===== config.mk =====
export PLATFORM = sky130hd
export DESIGN_NAME = can_mbx_dev_flat
export DESIGN_NICKNAME = d
export VERILOG_FILES = /design/src/rtl/can_mbx_pkg.sv /design/src/rtl/can_mbx_if.sv /design/src/rtl/can_mbx_dev.sv /design/src/flat_wrapper.sv
export SDC_FILE = /design/constraint.sdc
export NUM_CORES = 1
export LEC_CHECK = 0
export BUFFER_PORTS_ARGS = -buffer_cell sky130_fd_sc_hd__buf_4
export CAP_MARGIN = 20
export CORE_MARGIN = 1
export CORE_UTILIZATION = 56
export CTS_CLUSTER_DIAMETER = 40
export DETAILED_ROUTE_END_ITERATION = 10
export GPL_TIMING_DRIVEN = 0
export MAX_ROUTING_LAYER = met4
export PLACE_DENSITY_LB_ADDON = 0.12
export SLEW_MARGIN = 15
export SYNTH_ARGS = -nofsm -noshare
export SYNTH_HDL_FRONTEND = slang
export SYNTH_SLANG_ARGS = --single-unit

===== constraint.sdc =====
create_clock -name clk_sys_i -period 4 [get_ports clk_sys_i]
set_input_delay 0 -clock clk_sys_i [delete_from_list [all_inputs] [get_ports clk_sys_i]]
set_output_delay 0 -clock clk_sys_i [all_outputs]
set_load 0.01 [all_outputs]

===== src/rtl/can_mbx_pkg.sv =====
// shared constants for the mailbox control and fifo control ends
package can_mbx_pkg;
    // ==================================================
    // register map (word index on the carrier)
    localparam int REG_ADDR_W = 4;
    localparam logic [3:0] REG_MCTL = 4'h0;
    localparam logic [3:0] REG_RFCR = 4'h1;
    localparam logic [3:0] REG_RFPCR = 4'h2;
    localparam logic [3:0] REG_TFCR = 4'h3;
    localparam logic [3:0] REG_TFPCR = 4'h4;
    localparam logic [3:0] REG_CHCTL = 4'h5;
    localparam logic [3:0] REG_HOST_STAT = 4'h8;
    localparam logic [7:0] PTR_ADV_KEY = 8'hFF;
    localparam logic [7:0] RD_NONE = 8'h00;
    // ==================================================
    // mailbox_msg_control fields
    localparam int MCTL_NEW = 0;
    localparam int MCTL_DONE = 1;
    localparam int MCTL_UPD = 2;
    localparam int MCTL_SHOT = 3;
    localparam int MCTL_LOST = 4;
    localparam int MCTL_ABT = 5;
    localparam int MCTL_RXRQ = 6;
    localparam int MCTL_TXRQ = 7;
    // ==================================================
    // fifo control fields
    localparam int RF_EN = 0;
    localparam int RF_CNT = 1;
    localparam int RF_LOST = 4;
    localparam int RF_FULL = 5;
    localparam int RF_WARN = 6;
    localparam int RF_EMPTY = 7;
    localparam int TF_EN = 0;
    localparam int TF_CNT = 1;
    localparam int TF_FULL = 6;
    localparam int TF_EMPTY = 7;
    localparam int CNT_W = 3;
    localparam int CH_FIFO_SEL = 0;
    localparam int CH_OVERWRITE = 1;
    localparam int HS_REFUSED = 0;
    // ==================================================
    // fifo levels and timing
    localparam logic [2:0] CNT_ZERO = 3'h0;
    localparam logic [2:0] CNT_WARN = 3'h3;
    localparam logic [2:0] CNT_FULL = 3'h4;
    localparam logic [2:0] LOST_GUARD_CYC = 3'h5;
    typedef enum logic [1:0] {
        TX_IDLE = 2'b00,
        TX_WAIT = 2'b01,
        TX_ACTIVE = 2'b10
    } tx_state_e;
endpackage


===== src/rtl/can_mbx_if.sv =====
// carrier between the register-owning device end and the controlling end
`timescale 1ns/1ps
interface can_mbx_if;
    import can_mbx_pkg::*;
    logic wr;
    logic [REG_ADDR_W-1:0] addr;
    logic [7:0] wdata;
    logic [7:0] mctl;
    logic [7:0] rfcr;
    logic [7:0] tfcr;
    logic [7:0] chctl;
    modport dev (input wr, input addr, input wdata, output mctl, output rfcr, output tfcr, output chctl);
    modport host (output wr, output addr, output wdata, input mctl, input rfcr, input tfcr, input chctl);
endinterface


===== src/rtl/can_mbx_dev.sv =====
// mailbox message control plus receive and transmit fifo control, device end
`timescale 1ns/1ps
// Behaviour
// - abort request ends in abort or done flag
// - single-shot send: no retry, done or abort
// - success sets done only; abort cleared by 0
// - single-shot receive takes exactly one message
// - software clears single-shot only when settled
// - rx request clear ignored during frame acceptance
// - never rx and tx request together
// - tx to rx: abort, clear flags, then rx
// - cancelled tx ends in abort or done
// - rx to tx: abort, clear flags, then tx
// - rx fifo disable empties and zeroes count
// - no fifo enable in normal mailbox mode
// - rx fifo disable ignored during frame acceptance
// - full fifo loss flag, five-cycle clear guard
// - rx full at four, warning at three
// - rx empty when none held or disabled
// - FFh pops rx fifo; not while disabled
// - overwrite advances both pointers; loss blocks pop
// - tx fifo disable discards after current transfer
// - tx fifo re-enable only when empty
// - tx count unsent, zeroed after disable settles
// - tx full at four, empty at none
module can_mbx_dev
    import can_mbx_pkg::*;
(
    input logic clk_sys_i,
    input logic rst_n_i,
    can_mbx_if.dev bus,
    input logic crc_start_i,
    input logic filter_end_i,
    input logic mb_hit_i,
    input logic fifo_hit_i,
    input logic store_i,
    input logic bus_err_i,
    input logic eof6_i,
    input logic tx_start_i,
    input logic tx_from_fifo_i,
    input logic tx_ok_i,
    input logic arb_lost_i,
    input logic halt_i,
    output logic mb_rx_armed_o,
    output logic mb_tx_pending_o,
    output logic tx_fifo_pending_o,
    output logic [1:0] rx_fifo_slot_o,
    output logic [1:0] tx_fifo_slot_o
);
    // ==================================================
    // register writes
    function automatic logic clr0(input logic hit, input logic [7:0] d, input int b);
        return hit && !d[b];
    endfunction

    logic w_mctl;
    logic w_rfcr;
    logic w_tfcr;
    logic w_ch;
    logic w_rfpop;
    logic w_tfpush;
    assign w_mctl = bus.wr && bus.addr == REG_MCTL;
    assign w_rfcr = bus.wr && bus.addr == REG_RFCR;
    assign w_tfcr = bus.wr && bus.addr == REG_TFCR;
    assign w_ch = bus.wr && bus.addr == REG_CHCTL;
    assign w_rfpop = bus.wr && bus.addr == REG_RFPCR && bus.wdata == PTR_ADV_KEY;
    assign w_tfpush = bus.wr && bus.addr == REG_TFPCR && bus.wdata == PTR_ADV_KEY;

    logic fifo_sel;
    logic overwrite;
    always_ff @(posedge clk_sys_i or negedge rst_n_i)
    begin
        if (!rst_n_i)
        begin
            fifo_sel <= 1'b0;
            overwrite <= 1'b0;
        end
        else if (w_ch)
        begin
            fifo_sel <= bus.wdata[CH_FIFO_SEL];
            overwrite <= bus.wdata[CH_OVERWRITE];
        end
    end

    // ==================================================
    // mailbox receive side
    logic rx_request;
    logic tx_request;
    logic single_shot;
    logic new_msg_flag;
    logic update_in_progress;
    logic lost_msg_flag;
    logic mb_sel;
    logic mb_prot;
    logic mb_was_new;
    logic [2:0] mb_grd;
    logic mb_take;
    logic mb_lost_set;
    assign mb_take = filter_end_i && mb_hit_i && rx_request && !tx_request;
    // single-shot receive never reports overrun
    assign mb_lost_set = eof6_i && mb_sel && mb_was_new && !single_shot;

    always_ff @(posedge clk_sys_i or negedge rst_n_i)
    begin
        if (!rst_n_i)
        begin
            mb_sel <= 1'b0;
            mb_prot <= 1'b0;
            mb_was_new <= 1'b0;
        end
        else
        begin
            if (mb_take)
            begin
                mb_sel <= 1'b1;
                mb_was_new <= new_msg_flag;
            end
            else if (store_i || bus_err_i || crc_start_i)
                mb_sel <= 1'b0;
            if (crc_start_i)
                mb_prot <= 1'b1;
            else if ((filter_end_i && !mb_take) || store_i || bus_err_i)
                mb_prot <= 1'b0;
        end
    end

    always_ff @(posedge clk_sys_i or negedge rst_n_i)
    begin
        if (!rst_n_i)
        begin
            rx_request <= 1'b0;
            tx_request <= 1'b0;
            single_shot <= 1'b0;
        end
        else
        begin
            if (store_i && mb_sel && single_shot)
                rx_request <= 1'b0;
            else if (w_mctl && (bus.wdata[MCTL_RXRQ] || !mb_prot))
                rx_request <= bus.wdata[MCTL_RXRQ];
            if (w_mctl)
            begin
                tx_request <= bus.wdata[MCTL_TXRQ];
                single_shot <= bus.wdata[MCTL_SHOT];
            end
        end
    end

    always_ff @(posedge clk_sys_i or negedge rst_n_i)
    begin
        if (!rst_n_i)
        begin
            new_msg_flag <= 1'b0;
            update_in_progress <= 1'b0;
            lost_msg_flag <= 1'b0;
            mb_grd <= CNT_ZERO;
        end
        else
        begin
            if (mb_take)
                update_in_progress <= 1'b1;
            else if (store_i || bus_err_i)
                update_in_progress <= 1'b0;
            // set beats a simultaneous clear; no clear while updating
            if (mb_take)
                new_msg_flag <= 1'b1;
            else if (clr0(w_mctl, bus.wdata, MCTL_NEW) && !update_in_progress)
                new_msg_flag <= 1'b0;
            if (mb_lost_set)
                mb_grd <= LOST_GUARD_CYC;
            else if (mb_grd != CNT_ZERO)
                mb_grd <= mb_grd - 3'h1;
            if (mb_lost_set)
                lost_msg_flag <= 1'b1;
            else if (clr0(w_mctl, bus.wdata, MCTL_LOST) && mb_grd == CNT_ZERO)
                lost_msg_flag <= 1'b0;
        end
    end

    // ==================================================
    // mailbox transmit side
    tx_state_e tx_state;
    logic tx_done_flag;
    logic abort_flag;
    logic mb_tx_ok;
    logic mb_tx_fail;
    logic give_up;
    logic mb_abort_set;
    assign mb_tx_ok = tx_state == TX_ACTIVE && tx_ok_i;
    assign mb_tx_fail = tx_state == TX_ACTIVE && !tx_ok_i && (arb_lost_i || bus_err_i);
    assign give_up = single_shot || !tx_request;
    assign mb_abort_set = (tx_state == TX_WAIT && !tx_request) || (mb_tx_fail && give_up);

    always_ff @(posedge clk_sys_i or negedge rst_n_i)
    begin
        if (!rst_n_i)
            tx_state <= TX_IDLE;
        else
        begin
            case (tx_state)
                TX_IDLE:
                    if (tx_request && !tx_done_flag && !abort_flag)
                        tx_state <= TX_WAIT;
                TX_WAIT:
                    if (!tx_request)
                        tx_state <= TX_IDLE;
                    else if (tx_start_i && !tx_from_fifo_i)
                        tx_state <= TX_ACTIVE;
                TX_ACTIVE:
                    if (mb_tx_ok)
                        tx_state <= TX_IDLE;
                    else if (mb_tx_fail)
                        tx_state <= give_up ? TX_IDLE : TX_WAIT;
                default:
                    tx_state <= TX_IDLE;
            endcase
        end
    end

    always_ff @(posedge clk_sys_i or negedge rst_n_i)
    begin
        if (!rst_n_i)
        begin
            tx_done_flag <= 1'b0;
            abort_flag <= 1'b0;
        end
        else
        begin
            if (mb_tx_ok)
                tx_done_flag <= 1'b1;
            else if (clr0(w_mctl, bus.wdata, MCTL_DONE))
                tx_done_flag <= 1'b0;
            if (mb_abort_set)
                abort_flag <= 1'b1;
            else if (clr0(w_mctl, bus.wdata, MCTL_ABT))
                abort_flag <= 1'b0;
        end
    end

    // ==================================================
    // receive fifo
    logic rx_fifo_en;
    logic rx_fifo_lost;
    logic rf_sel;
    logic rf_prot;
    logic [1:0] rf_rptr;
    logic [2:0] rx_fifo_count;
    logic [2:0] rf_grd;
    logic rf_full;
    logic rf_push;
    logic rf_ovw;
    logic rf_pop;
    logic rf_take;
    logic rf_lost_set;
    assign rf_full = rx_fifo_count == CNT_FULL;
    assign rf_take = filter_end_i && fifo_hit_i && rx_fifo_en;
    assign rf_lost_set = eof6_i && rf_sel && rf_full;
    assign rf_push = store_i && rf_sel && !rf_full;
    assign rf_ovw = store_i && rf_sel && rf_full && overwrite;
    // a pending loss in overwrite mode blocks software pops; an overwrite still advances the read pointer
    assign rf_pop = w_rfpop && rx_fifo_en && rx_fifo_count != CNT_ZERO
        && !(overwrite && rx_fifo_lost);

    always_ff @(posedge clk_sys_i or negedge rst_n_i)
    begin
        if (!rst_n_i)
        begin
            rx_fifo_en <= 1'b0;
            rf_sel <= 1'b0;
            rf_prot <= 1'b0;
        end
        else
        begin
            if (w_rfcr && (bus.wdata[RF_EN] || !rf_prot))
                rx_fifo_en <= bus.wdata[RF_EN];
            if (rf_take)
                rf_sel <= 1'b1;
            else if (store_i || bus_err_i || crc_start_i)
                rf_sel <= 1'b0;
            if (crc_start_i && rx_fifo_en)
                rf_prot <= 1'b1;
            else if ((filter_end_i && !rf_take) || store_i || bus_err_i)
                rf_prot <= 1'b0;
        end
    end

    always_ff @(posedge clk_sys_i or negedge rst_n_i)
    begin
        if (!rst_n_i)
        begin
            rx_fifo_slot_o <= 2'b00;
            rf_rptr <= 2'b00;
            rx_fifo_count <= CNT_ZERO;
        end
        else if (!rx_fifo_en)
        begin
            rx_fifo_slot_o <= 2'b00;
            rf_rptr <= 2'b00;
            rx_fifo_count <= CNT_ZERO;
        end
        else
        begin
            rx_fifo_slot_o <= rx_fifo_slot_o + {1'b0, rf_push | rf_ovw};
            rf_rptr <= rf_rptr + {1'b0, rf_ovw} + {1'b0, rf_pop};
            rx_fifo_count <= rx_fifo_count + {2'b00, rf_push} - {2'b00, rf_pop};
        end
    end

    always_ff @(posedge clk_sys_i or negedge rst_n_i)
    begin
        if (!rst_n_i)
        begin
            rx_fifo_lost <= 1'b0;
            rf_grd <= CNT_ZERO;
        end
        else
        begin
            if (rf_lost_set)
                rf_grd <= LOST_GUARD_CYC;
            else if (rf_grd != CNT_ZERO)
                rf_grd <= rf_grd - 3'h1;
            if (rf_lost_set)
                rx_fifo_lost <= 1'b1;
            else if (clr0(w_rfcr, bus.wdata, RF_LOST) && rf_grd == CNT_ZERO)
                rx_fifo_lost <= 1'b0;
        end
    end

    // ==================================================
    // transmit fifo
    logic tx_fifo_en;
    logic tf_busy;
    logic [1:0] tf_wptr;
    logic [2:0] tx_fifo_count;
    logic tf_push;
    logic tf_pop;
    logic tf_end;
    assign tf_push = w_tfpush && tx_fifo_en && tx_fifo_count != CNT_FULL;
    assign tf_pop = tf_busy && tx_ok_i;
    assign tf_end = tf_busy && (tx_ok_i || bus_err_i || arb_lost_i || halt_i);

    always_ff @(posedge clk_sys_i or negedge rst_n_i)
    begin
        if (!rst_n_i)
        begin
            tx_fifo_en <= 1'b0;
            tf_busy <= 1'b0;
        end
        else
        begin
            if (w_tfcr)
                tx_fifo_en <= bus.wdata[TF_EN];
            if (tx_start_i && tx_from_fifo_i && tx_fifo_pending_o)
                tf_busy <= 1'b1;
            else if (tf_end)
                tf_busy <= 1'b0;
        end
    end

    // a disabled fifo drains only once the frame on the wire has ended
    always_ff @(posedge clk_sys_i or negedge rst_n_i)
    begin
        if (!rst_n_i)
        begin
            tf_wptr <= 2'b00;
            tx_fifo_slot_o <= 2'b00;
            tx_fifo_count <= CNT_ZERO;
        end
        else if (!tx_fifo_en && !tf_busy)
        begin
            tf_wptr <= 2'b00;
            tx_fifo_slot_o <= 2'b00;
            tx_fifo_count <= CNT_ZERO;
        end
        else
        begin
            tf_wptr <= tf_wptr + {1'b0, tf_push};
            tx_fifo_slot_o <= tx_fifo_slot_o + {1'b0, tf_pop};
            tx_fifo_count <= tx_fifo_count + {2'b00, tf_push} - {2'b00, tf_pop};
        end
    end

    // ==================================================
    // status mirrors and engine requests
    logic [7:0] next_mctl;
    logic [7:0] next_rfcr;
    logic [7:0] next_tfcr;
    always_comb
    begin
        next_mctl = RD_NONE;
        next_mctl[MCTL_NEW] = new_msg_flag;
        next_mctl[MCTL_DONE] = tx_done_flag;
        next_mctl[MCTL_UPD] = update_in_progress;
        next_mctl[MCTL_SHOT] = single_shot;
        next_mctl[MCTL_LOST] = lost_msg_flag;
        next_mctl[MCTL_ABT] = abort_flag;
        next_mctl[MCTL_RXRQ] = rx_request;
        next_mctl[MCTL_TXRQ] = tx_request;
        next_rfcr = RD_NONE;
        next_rfcr[RF_EN] = rx_fifo_en;
        // count reads zero from the disabling edge, one edge before the counter clears
        next_rfcr[RF_CNT +: CNT_W] = rx_fifo_en ? rx_fifo_count : CNT_ZERO;
        next_rfcr[RF_LOST] = rx_fifo_lost;
        next_rfcr[RF_FULL] = rx_fifo_en && rf_full;
        next_rfcr[RF_WARN] = rx_fifo_en && rx_fifo_count == CNT_WARN;
        next_rfcr[RF_EMPTY] = !rx_fifo_en || rx_fifo_count == CNT_ZERO;
        next_tfcr = RD_NONE;
        next_tfcr[TF_EN] = tx_fifo_en;
        next_tfcr[TF_CNT +: CNT_W] = tx_fifo_count;
        next_tfcr[TF_FULL] = tx_fifo_count == CNT_FULL;
        next_tfcr[TF_EMPTY] = tx_fifo_count == CNT_ZERO;
    end

    always_ff @(posedge clk_sys_i or negedge rst_n_i)
    begin
        if (!rst_n_i)
        begin
            bus.mctl <= RD_NONE;
            bus.rfcr <= RD_NONE;
            bus.tfcr <= RD_NONE;
            bus.chctl <= RD_NONE;
            mb_rx_armed_o <= 1'b0;
            mb_tx_pending_o <= 1'b0;
            tx_fifo_pending_o <= 1'b0;
        end
        else
        begin
            bus.mctl <= next_mctl;
            bus.rfcr <= next_rfcr;
            bus.tfcr <= next_tfcr;
            bus.chctl <= {6'h00, overwrite, fifo_sel};
            mb_rx_armed_o <= rx_request && !tx_request;
            mb_tx_pending_o <= tx_state == TX_WAIT && tx_request;
            tx_fifo_pending_o <= tx_fifo_en && tx_fifo_count != CNT_ZERO && !tf_busy;
        end
    end
endmodule


===== src/flat_wrapper.sv =====
// flat-port wrapper written by rule: the top's interface ports become plain ports
module can_mbx_dev_flat import can_mbx_pkg::*;
  (clk_sys_i, rst_n_i, crc_start_i, filter_end_i, mb_hit_i, fifo_hit_i, store_i, bus_err_i, eof6_i, tx_start_i, tx_from_fifo_i, tx_ok_i, arb_lost_i, halt_i, mb_rx_armed_o, mb_tx_pending_o, tx_fifo_pending_o, rx_fifo_slot_o, tx_fifo_slot_o, bus_wr, bus_addr, bus_wdata, bus_mctl, bus_rfcr, bus_tfcr, bus_chctl);
  can_mbx_if bus_i ();
  input logic clk_sys_i;
  input logic rst_n_i;
  input logic crc_start_i;
  input logic filter_end_i;
  input logic mb_hit_i;
  input logic fifo_hit_i;
  input logic store_i;
  input logic bus_err_i;
  input logic eof6_i;
  input logic tx_start_i;
  input logic tx_from_fifo_i;
  input logic tx_ok_i;
  input logic arb_lost_i;
  input logic halt_i;
  output logic mb_rx_armed_o;
  output logic mb_tx_pending_o;
  output logic tx_fifo_pending_o;
  output logic [1:0] rx_fifo_slot_o;
  output logic [1:0] tx_fifo_slot_o;
  input wire logic [$bits(bus_i.wr)-1:0] bus_wr;
  input wire logic [$bits(bus_i.addr)-1:0] bus_addr;
  input wire logic [$bits(bus_i.wdata)-1:0] bus_wdata;
  output wire logic [$bits(bus_i.mctl)-1:0] bus_mctl;
  output wire logic [$bits(bus_i.rfcr)-1:0] bus_rfcr;
  output wire logic [$bits(bus_i.tfcr)-1:0] bus_tfcr;
  output wire logic [$bits(bus_i.chctl)-1:0] bus_chctl;
  assign bus_i.wr = bus_wr;
  assign bus_i.addr = bus_addr;
  assign bus_i.wdata = bus_wdata;
  assign bus_mctl = bus_i.mctl;
  assign bus_rfcr = bus_i.rfcr;
  assign bus_tfcr = bus_i.tfcr;
  assign bus_chctl = bus_i.chctl;
  can_mbx_dev u_core (.clk_sys_i(clk_sys_i), .rst_n_i(rst_n_i), .bus(bus_i), .crc_start_i(crc_start_i), .filter_end_i(filter_end_i), .mb_hit_i(mb_hit_i), .fifo_hit_i(fifo_hit_i), .store_i(store_i), .bus_err_i(bus_err_i), .eof6_i(eof6_i), .tx_start_i(tx_start_i), .tx_from_fifo_i(tx_from_fifo_i), .tx_ok_i(tx_ok_i), .arb_lost_i(arb_lost_i), .halt_i(halt_i), .mb_rx_armed_o(mb_rx_armed_o), .mb_tx_pending_o(mb_tx_pending_o), .tx_fifo_pending_o(tx_fifo_pending_o), .rx_fifo_slot_o(rx_fifo_slot_o), .tx_fifo_slot_o(tx_fifo_slot_o));
endmodule

[After elaboration in Yosys (flattened, before gate mapping)]
Cells that the tools add are included.
Word-level totals
  bits in registers: 64
  bits in latches: 0
  RAM bits: 0
  bits in read-only memories: 0
  input bits: 27
  output and inout port bits: 39
  logic and storage cells: 218
  memories: 0
Cells by class
  $add $sub $neg: 8
  $mul: 0
  divide/modulo/power cells: 0
  magnitude comparators: 0
  equal/unequal tests: 15
  shifts and indexed selects: 0
  muxes and demuxes: 39
  bitwise operators: 1
  reductions and logical operators: 122
Operator list (count)
  1-bit logical AND: 62
  2-bit nonzero test: 14
  1-bit two-way mux: 24
  3-bit two-way mux: 7
  1-bit zero test: 20
  1-bit logical OR: 15
  2-bit two-way mux: 7
  3-bit zero test: 4
  3-bit nonzero test: 4
  4-bit by 2-bit == test with 1-bit output (second input constant): 2
  4-bit by 3-bit == test with 1-bit output (second input constant): 2
  8-bit == test (second input constant): 1
  3-bit by 1-bit adder with 3-bit output: 2
  3-bit == test (second input constant): 2
  3-bit inequality test (second input constant): 2
  2-bit case mux with 3 select lines: 1
  3-bit by 1-bit subtractor with 3-bit output: 2
  3-bit by 1-bit subtractor with 3-bit output (second input constant): 2
  2-bit by 1-bit adder with 2-bit output: 2
  4-bit by 1-bit == test with 1-bit output (second input constant): 1
  4-bit zero test: 1
  3-bit by 2-bit == test with 1-bit output (second input constant): 1
  3-bit by 1-bit inequality test with 1-bit output (second input constant): 1
  3-bit AND reduction: 1
  other kinds (5): 5

[Logic depth before layout (Yosys ltp)]
  depth after elaboration: 9
  gate-level depth with buffers: 10

[Worst setup path after synthesis]
Ideal clock, no wire load.
  kind: input -> register
  from: input port bus_wdata[5]
  to: register u_core.rx_fifo_count[2]
  library setup time: 0.120 ns
  arrival: 1.996 ns
  setup slack: 1.884 ns
  stages: 10
  path buffers: 0
  path through: nand4_1 -> or4_1 -> a2111oi_0 -> ha_1 -> inv_1 -> ha_1 -> inv_1 -> fa_1 -> xnor2_1 -> nor2_1
Between the ends
  word-level cells in the longest chain between the ends: 7
Ends and longest elaborated chain
  start, declared: line flat_wrapper.sv:26  | input wire logic [$bits(bus_i.wdata)-1:0] bus_wdata;
  8-bit == test: line can_mbx_dev.sv:66  | assign w_rfpop = bus.wr && bus.addr == REG_RFPCR && bus.wdata == PTR_ADV_KEY;
  1-bit logical AND: line can_mbx_dev.sv:66
  1-bit logical AND (2 in series): line can_mbx_dev.sv:261  | assign rf_pop = w_rfpop && rx_fifo_en && rx_fifo_count != CNT_ZERO
  1-bit logical AND: line can_mbx_dev.sv:262  | && !(overwrite && rx_fifo_lost);
  3-bit by 1-bit subtractor with 3-bit output: line can_mbx_dev.sv:305  | rx_fifo_count <= rx_fifo_count + {2'b00, rf_push} - {2'b00, rf_pop};
  3-bit two-way mux: line can_mbx_dev.sv:295  | else if (!rx_fifo_en)
  end signal, assigned: line can_mbx_dev.sv:305
  end, declared: line can_mbx_dev.sv:247  | logic [2:0] rx_fifo_count;
Every way passes these cells.
A chain may end at the register's enable or synchronous reset.

[Worst setup path in the final report]
  from: input port bus_wdata[4]
  to: register u_core.rx_fifo_count[2]
Same word-level chain as after synthesis.

==> flow_metrics.tcl <==
set metrics [dict create \
    p_switching_w 0.000517 \
    worstPathArrival_ns 2.97 \
    fp.coreArea_um2 4440 \
    drive_gt1_frac 0.265 \
    min_path_type "in2reg" \
    post_cts_buffers 0 \
    wl_met1_mm 2.49 \
    synth.avg_cell_area_um2 12.0 \
    first_pass_iters 9 \
    fin_nets 358 \
    netlist_area_um2 2640 \
    worstSetupEndpointType "register" \
    cp_max_fo 3 \
    violations "DRC" \
    grt_pass1_vias 1947 \
    portBuffers 57 \
    netlist.area_leader.share 0.607 \
    clk_pin_slew_ns 0.06 \
    timing.hold.ws_ns 0.0348 \
    synth_edf_count 0 \
    drtAntennaViolNets 0 \
    die-area_um2 4990 \
    cts.path.max_buffers 2 \
    gp_congestion 0.853 \
    yosysTopAreaCell "dfrtp_1" \
    synth_most_common_cell "dfrtp_1" \
    final_max_slew_viol_count 0 \
    min_period_ns 2.74 \
    drc 10 \
    synthToLayoutAreaGrowth_pct 36.8 \
    routed.top_layer "met4" \
    clock_skew_ns 0.00703 \
    yosys-top-cells-area "dfrtp_1 (61%), ha_1 (4.7%), nand2_1 (3.3%), mux2_2 (2.6%), inv_1 (2.4%)" \
    p_seq_frac 0.467 \
    cap_violations 0 \
    fmax_mhz 364 \
    wl_mm 5.70 \
    die_y_um 70.6 \
    tightest_slew_ns 0.770 \
    route.met2.wl_mm 2.83 \
    cts_tree "done" \
    wl_met3_um 282 \
    finalCritPeriodShare 0.686 \
    critical_path_class "in2reg" \
    antenna_found_initial 0 \
    power_leakage_nw 1.82 \
    synthArstFlopShare 1.00 \
    pwr_density_cell_nw_per_um2 506 \
    cts-buffers-inserted 9 \
    post_cts_resized 0 \
    dominantRegCellSynth "dfrtp_1" \
    rows 24 \
    numClockSinks 64 \
    p_int_w 0.00131 \
    grt_first_pass_wirelength_mm 9.16 \
    max_slew_margin 0.487 \
    grt_max_degree 65 \
    synthTopCellsByCount "dfrtp_1 (64), nand2_1 (23), inv_1 (17)" \
    dp.final_hpwl_mm 3.51 \
    vdd_drop_max_v 0.000412 \
    drt-initial-drc-count 143 \
    sw_frac_of_total 0.283 \
    dp_slack_ns 1.54 \
    outcome "finished with violations" \
    netlist_instances 219 \
    start_util 0.593 \
    dieWidth_um 70.6 \
    grt_usage 0.257 \
    cts_root_buf "clkbuf_8" \
    gr-total-overflow 0 \
    pwr-share-clk 0.308 \
    h-tree-depth 3 \
    postCtsHoldBufs 25 \
    cp.required_ns 4.22 \
    wl_per_cell_um 15.2 \
    vias_per_cell 5.15 \
    antenna_cells 0 \
    vias 1935 \
    ys_seq_elements 64 \
    tns_ns 0 \
    hold_violations 0 \
    cp-start-kind "primary input" \
    pwr-share-comb 0.224 \
    io-pin-count 66 \
    synth_seq_area_share 0.607 \
    ys_warn_count 0 \
    rsz0062_at_grt "false" \
    finalWorstSetupSlack_ns 1.26 \
    synth.distinct_cells 44 \
    clk_latency_ns 0.34 \
    setup_violations 0 \
]
## layout by cell type (no fill, tap or decap), types with 6 or more instances in the layout
cell,instances
buf_4,65
dfrtp_1,64
dlygate4sd3_1,25
nand2_1,23
inv_1,17
nor2_1,14
clkbuf_8,11
ha_1,10
conb_1,8
xnor2_1,7
and2_1,6
mux2_2,6
## worst paths after layout
check                                           end  cells after the start            startpoint  slack [ns]
setup / recovery            u_core.rx_fifo_count[2]                     12          bus_wdata[4]        1.26
hold / removal                    u_core.tx_fifo_en                      3                bus_wr        0.03
setup reg to reg            u_core.rx_fifo_count[2]                      9     u_core.rx_fifo_en        1.62
hold reg to reg                  u_core.bus.mctl[4]                      0  u_core.lost_msg_flag        0.39
max in group asynchronous         u_core.rx_fifo_en                      2               rst_n_i        3.22
min in group asynchronous  u_core.tx_fifo_pending_o                      2               rst_n_i        0.28
## cell type report
cell class,instances,area [um^2]
fill,263,837
buffer,10,68.8
tap,52,65.1
sequential,64,1600
inverter,17,63.8
multi-input combinational,135,930
clock inverter,2,37.5
timing repair buffer,82,678
clock buffer,14,163
## logic make-up (layout without fill, tap and decap cells)
| logic type | count (synthesis) | count (layout) | synth area share |
|---|---|---|---|
| simple gates | 73 | 73 | 0.143 |
| flops | 64 | 64 | 0.607 |
| buf+inv | 27 | 125 | 0.0503 |
| compound gates | 26 | 26 | 0.0759 |
| fa+ha+maj | 12 | 12 | 0.0626 |
| xor+xnor | 8 | 8 | 0.0266 |
| mux | 8 | 8 | 0.0332 |
| other cells | 1 | 8 | 0.00142 |
## worst max-delay path, stage by stage
cell and delay (ns):
dlygate4sd3_1 0.54, buf_4 0.14, nand4_1 0.11, or4_1 0.54, a2111oi_0 0.43, ha_1 0.31
inv_1 0.05, ha_1 0.13, inv_1 0.05, fa_1 0.38, xnor2_1 0.21, nor2_1 0.07
## metal layers
metal,up-vias,GRT usage
li1,928,-
met1,936,0.318
met2,62,0.411
met3,9,0.0527
met4,0,0.118
met5,-,-
## power groups by stage
stage / Clock, W / Combinational [W] / Sequential (W)
2_1_floorplan: 0 / 0.000208 / 0.000861
3_3_place_gp: 0 / 0.000354 / 0.000859
3_5_place_dp: 0 / 0.000371 / 0.000860
4_1_cts: 0.000565 / 0.000398 / 0.000850
5_1_grt: 0.000596 / 0.000451 / 0.000867
6_report: 0.000562 / 0.000410 / 0.000853
## registers in the layout (all words and copies together) (netlist names), 2 cells and up
signal,count
u_core.tx_fifo_slot_o,2
u_core.rx_fifo_slot_o,2
u_core.bus.tfcr,6
u_core.tx_fifo_count,3
u_core.tx_state,2
u_core.bus.chctl,2
u_core.bus.rfcr,8
u_core.mb_grd,3
u_core.rf_grd,3
u_core.rx_fifo_count,3
u_core.bus.mctl,8
## metrics by stage
| step | area [um^2] | total power, W | utilization | cells |
|---|---|---|---|---|
| global placement | 3160 | 0.00121 | 0.710 | 335 |
| finish | 3610 | 0.00183 | 0.812 | 376 |
| global route | 3610 | 0.00191 | 0.812 | 376 |
| CTS | 3610 | 0.00181 | 0.812 | 376 |
| floorplan | 2660 | 0.00107 | - | 226 |
| detailed placement | 3160 | 0.00123 | 0.710 | 335 |
No activity file was read; power rests on OpenSTA's default activity.
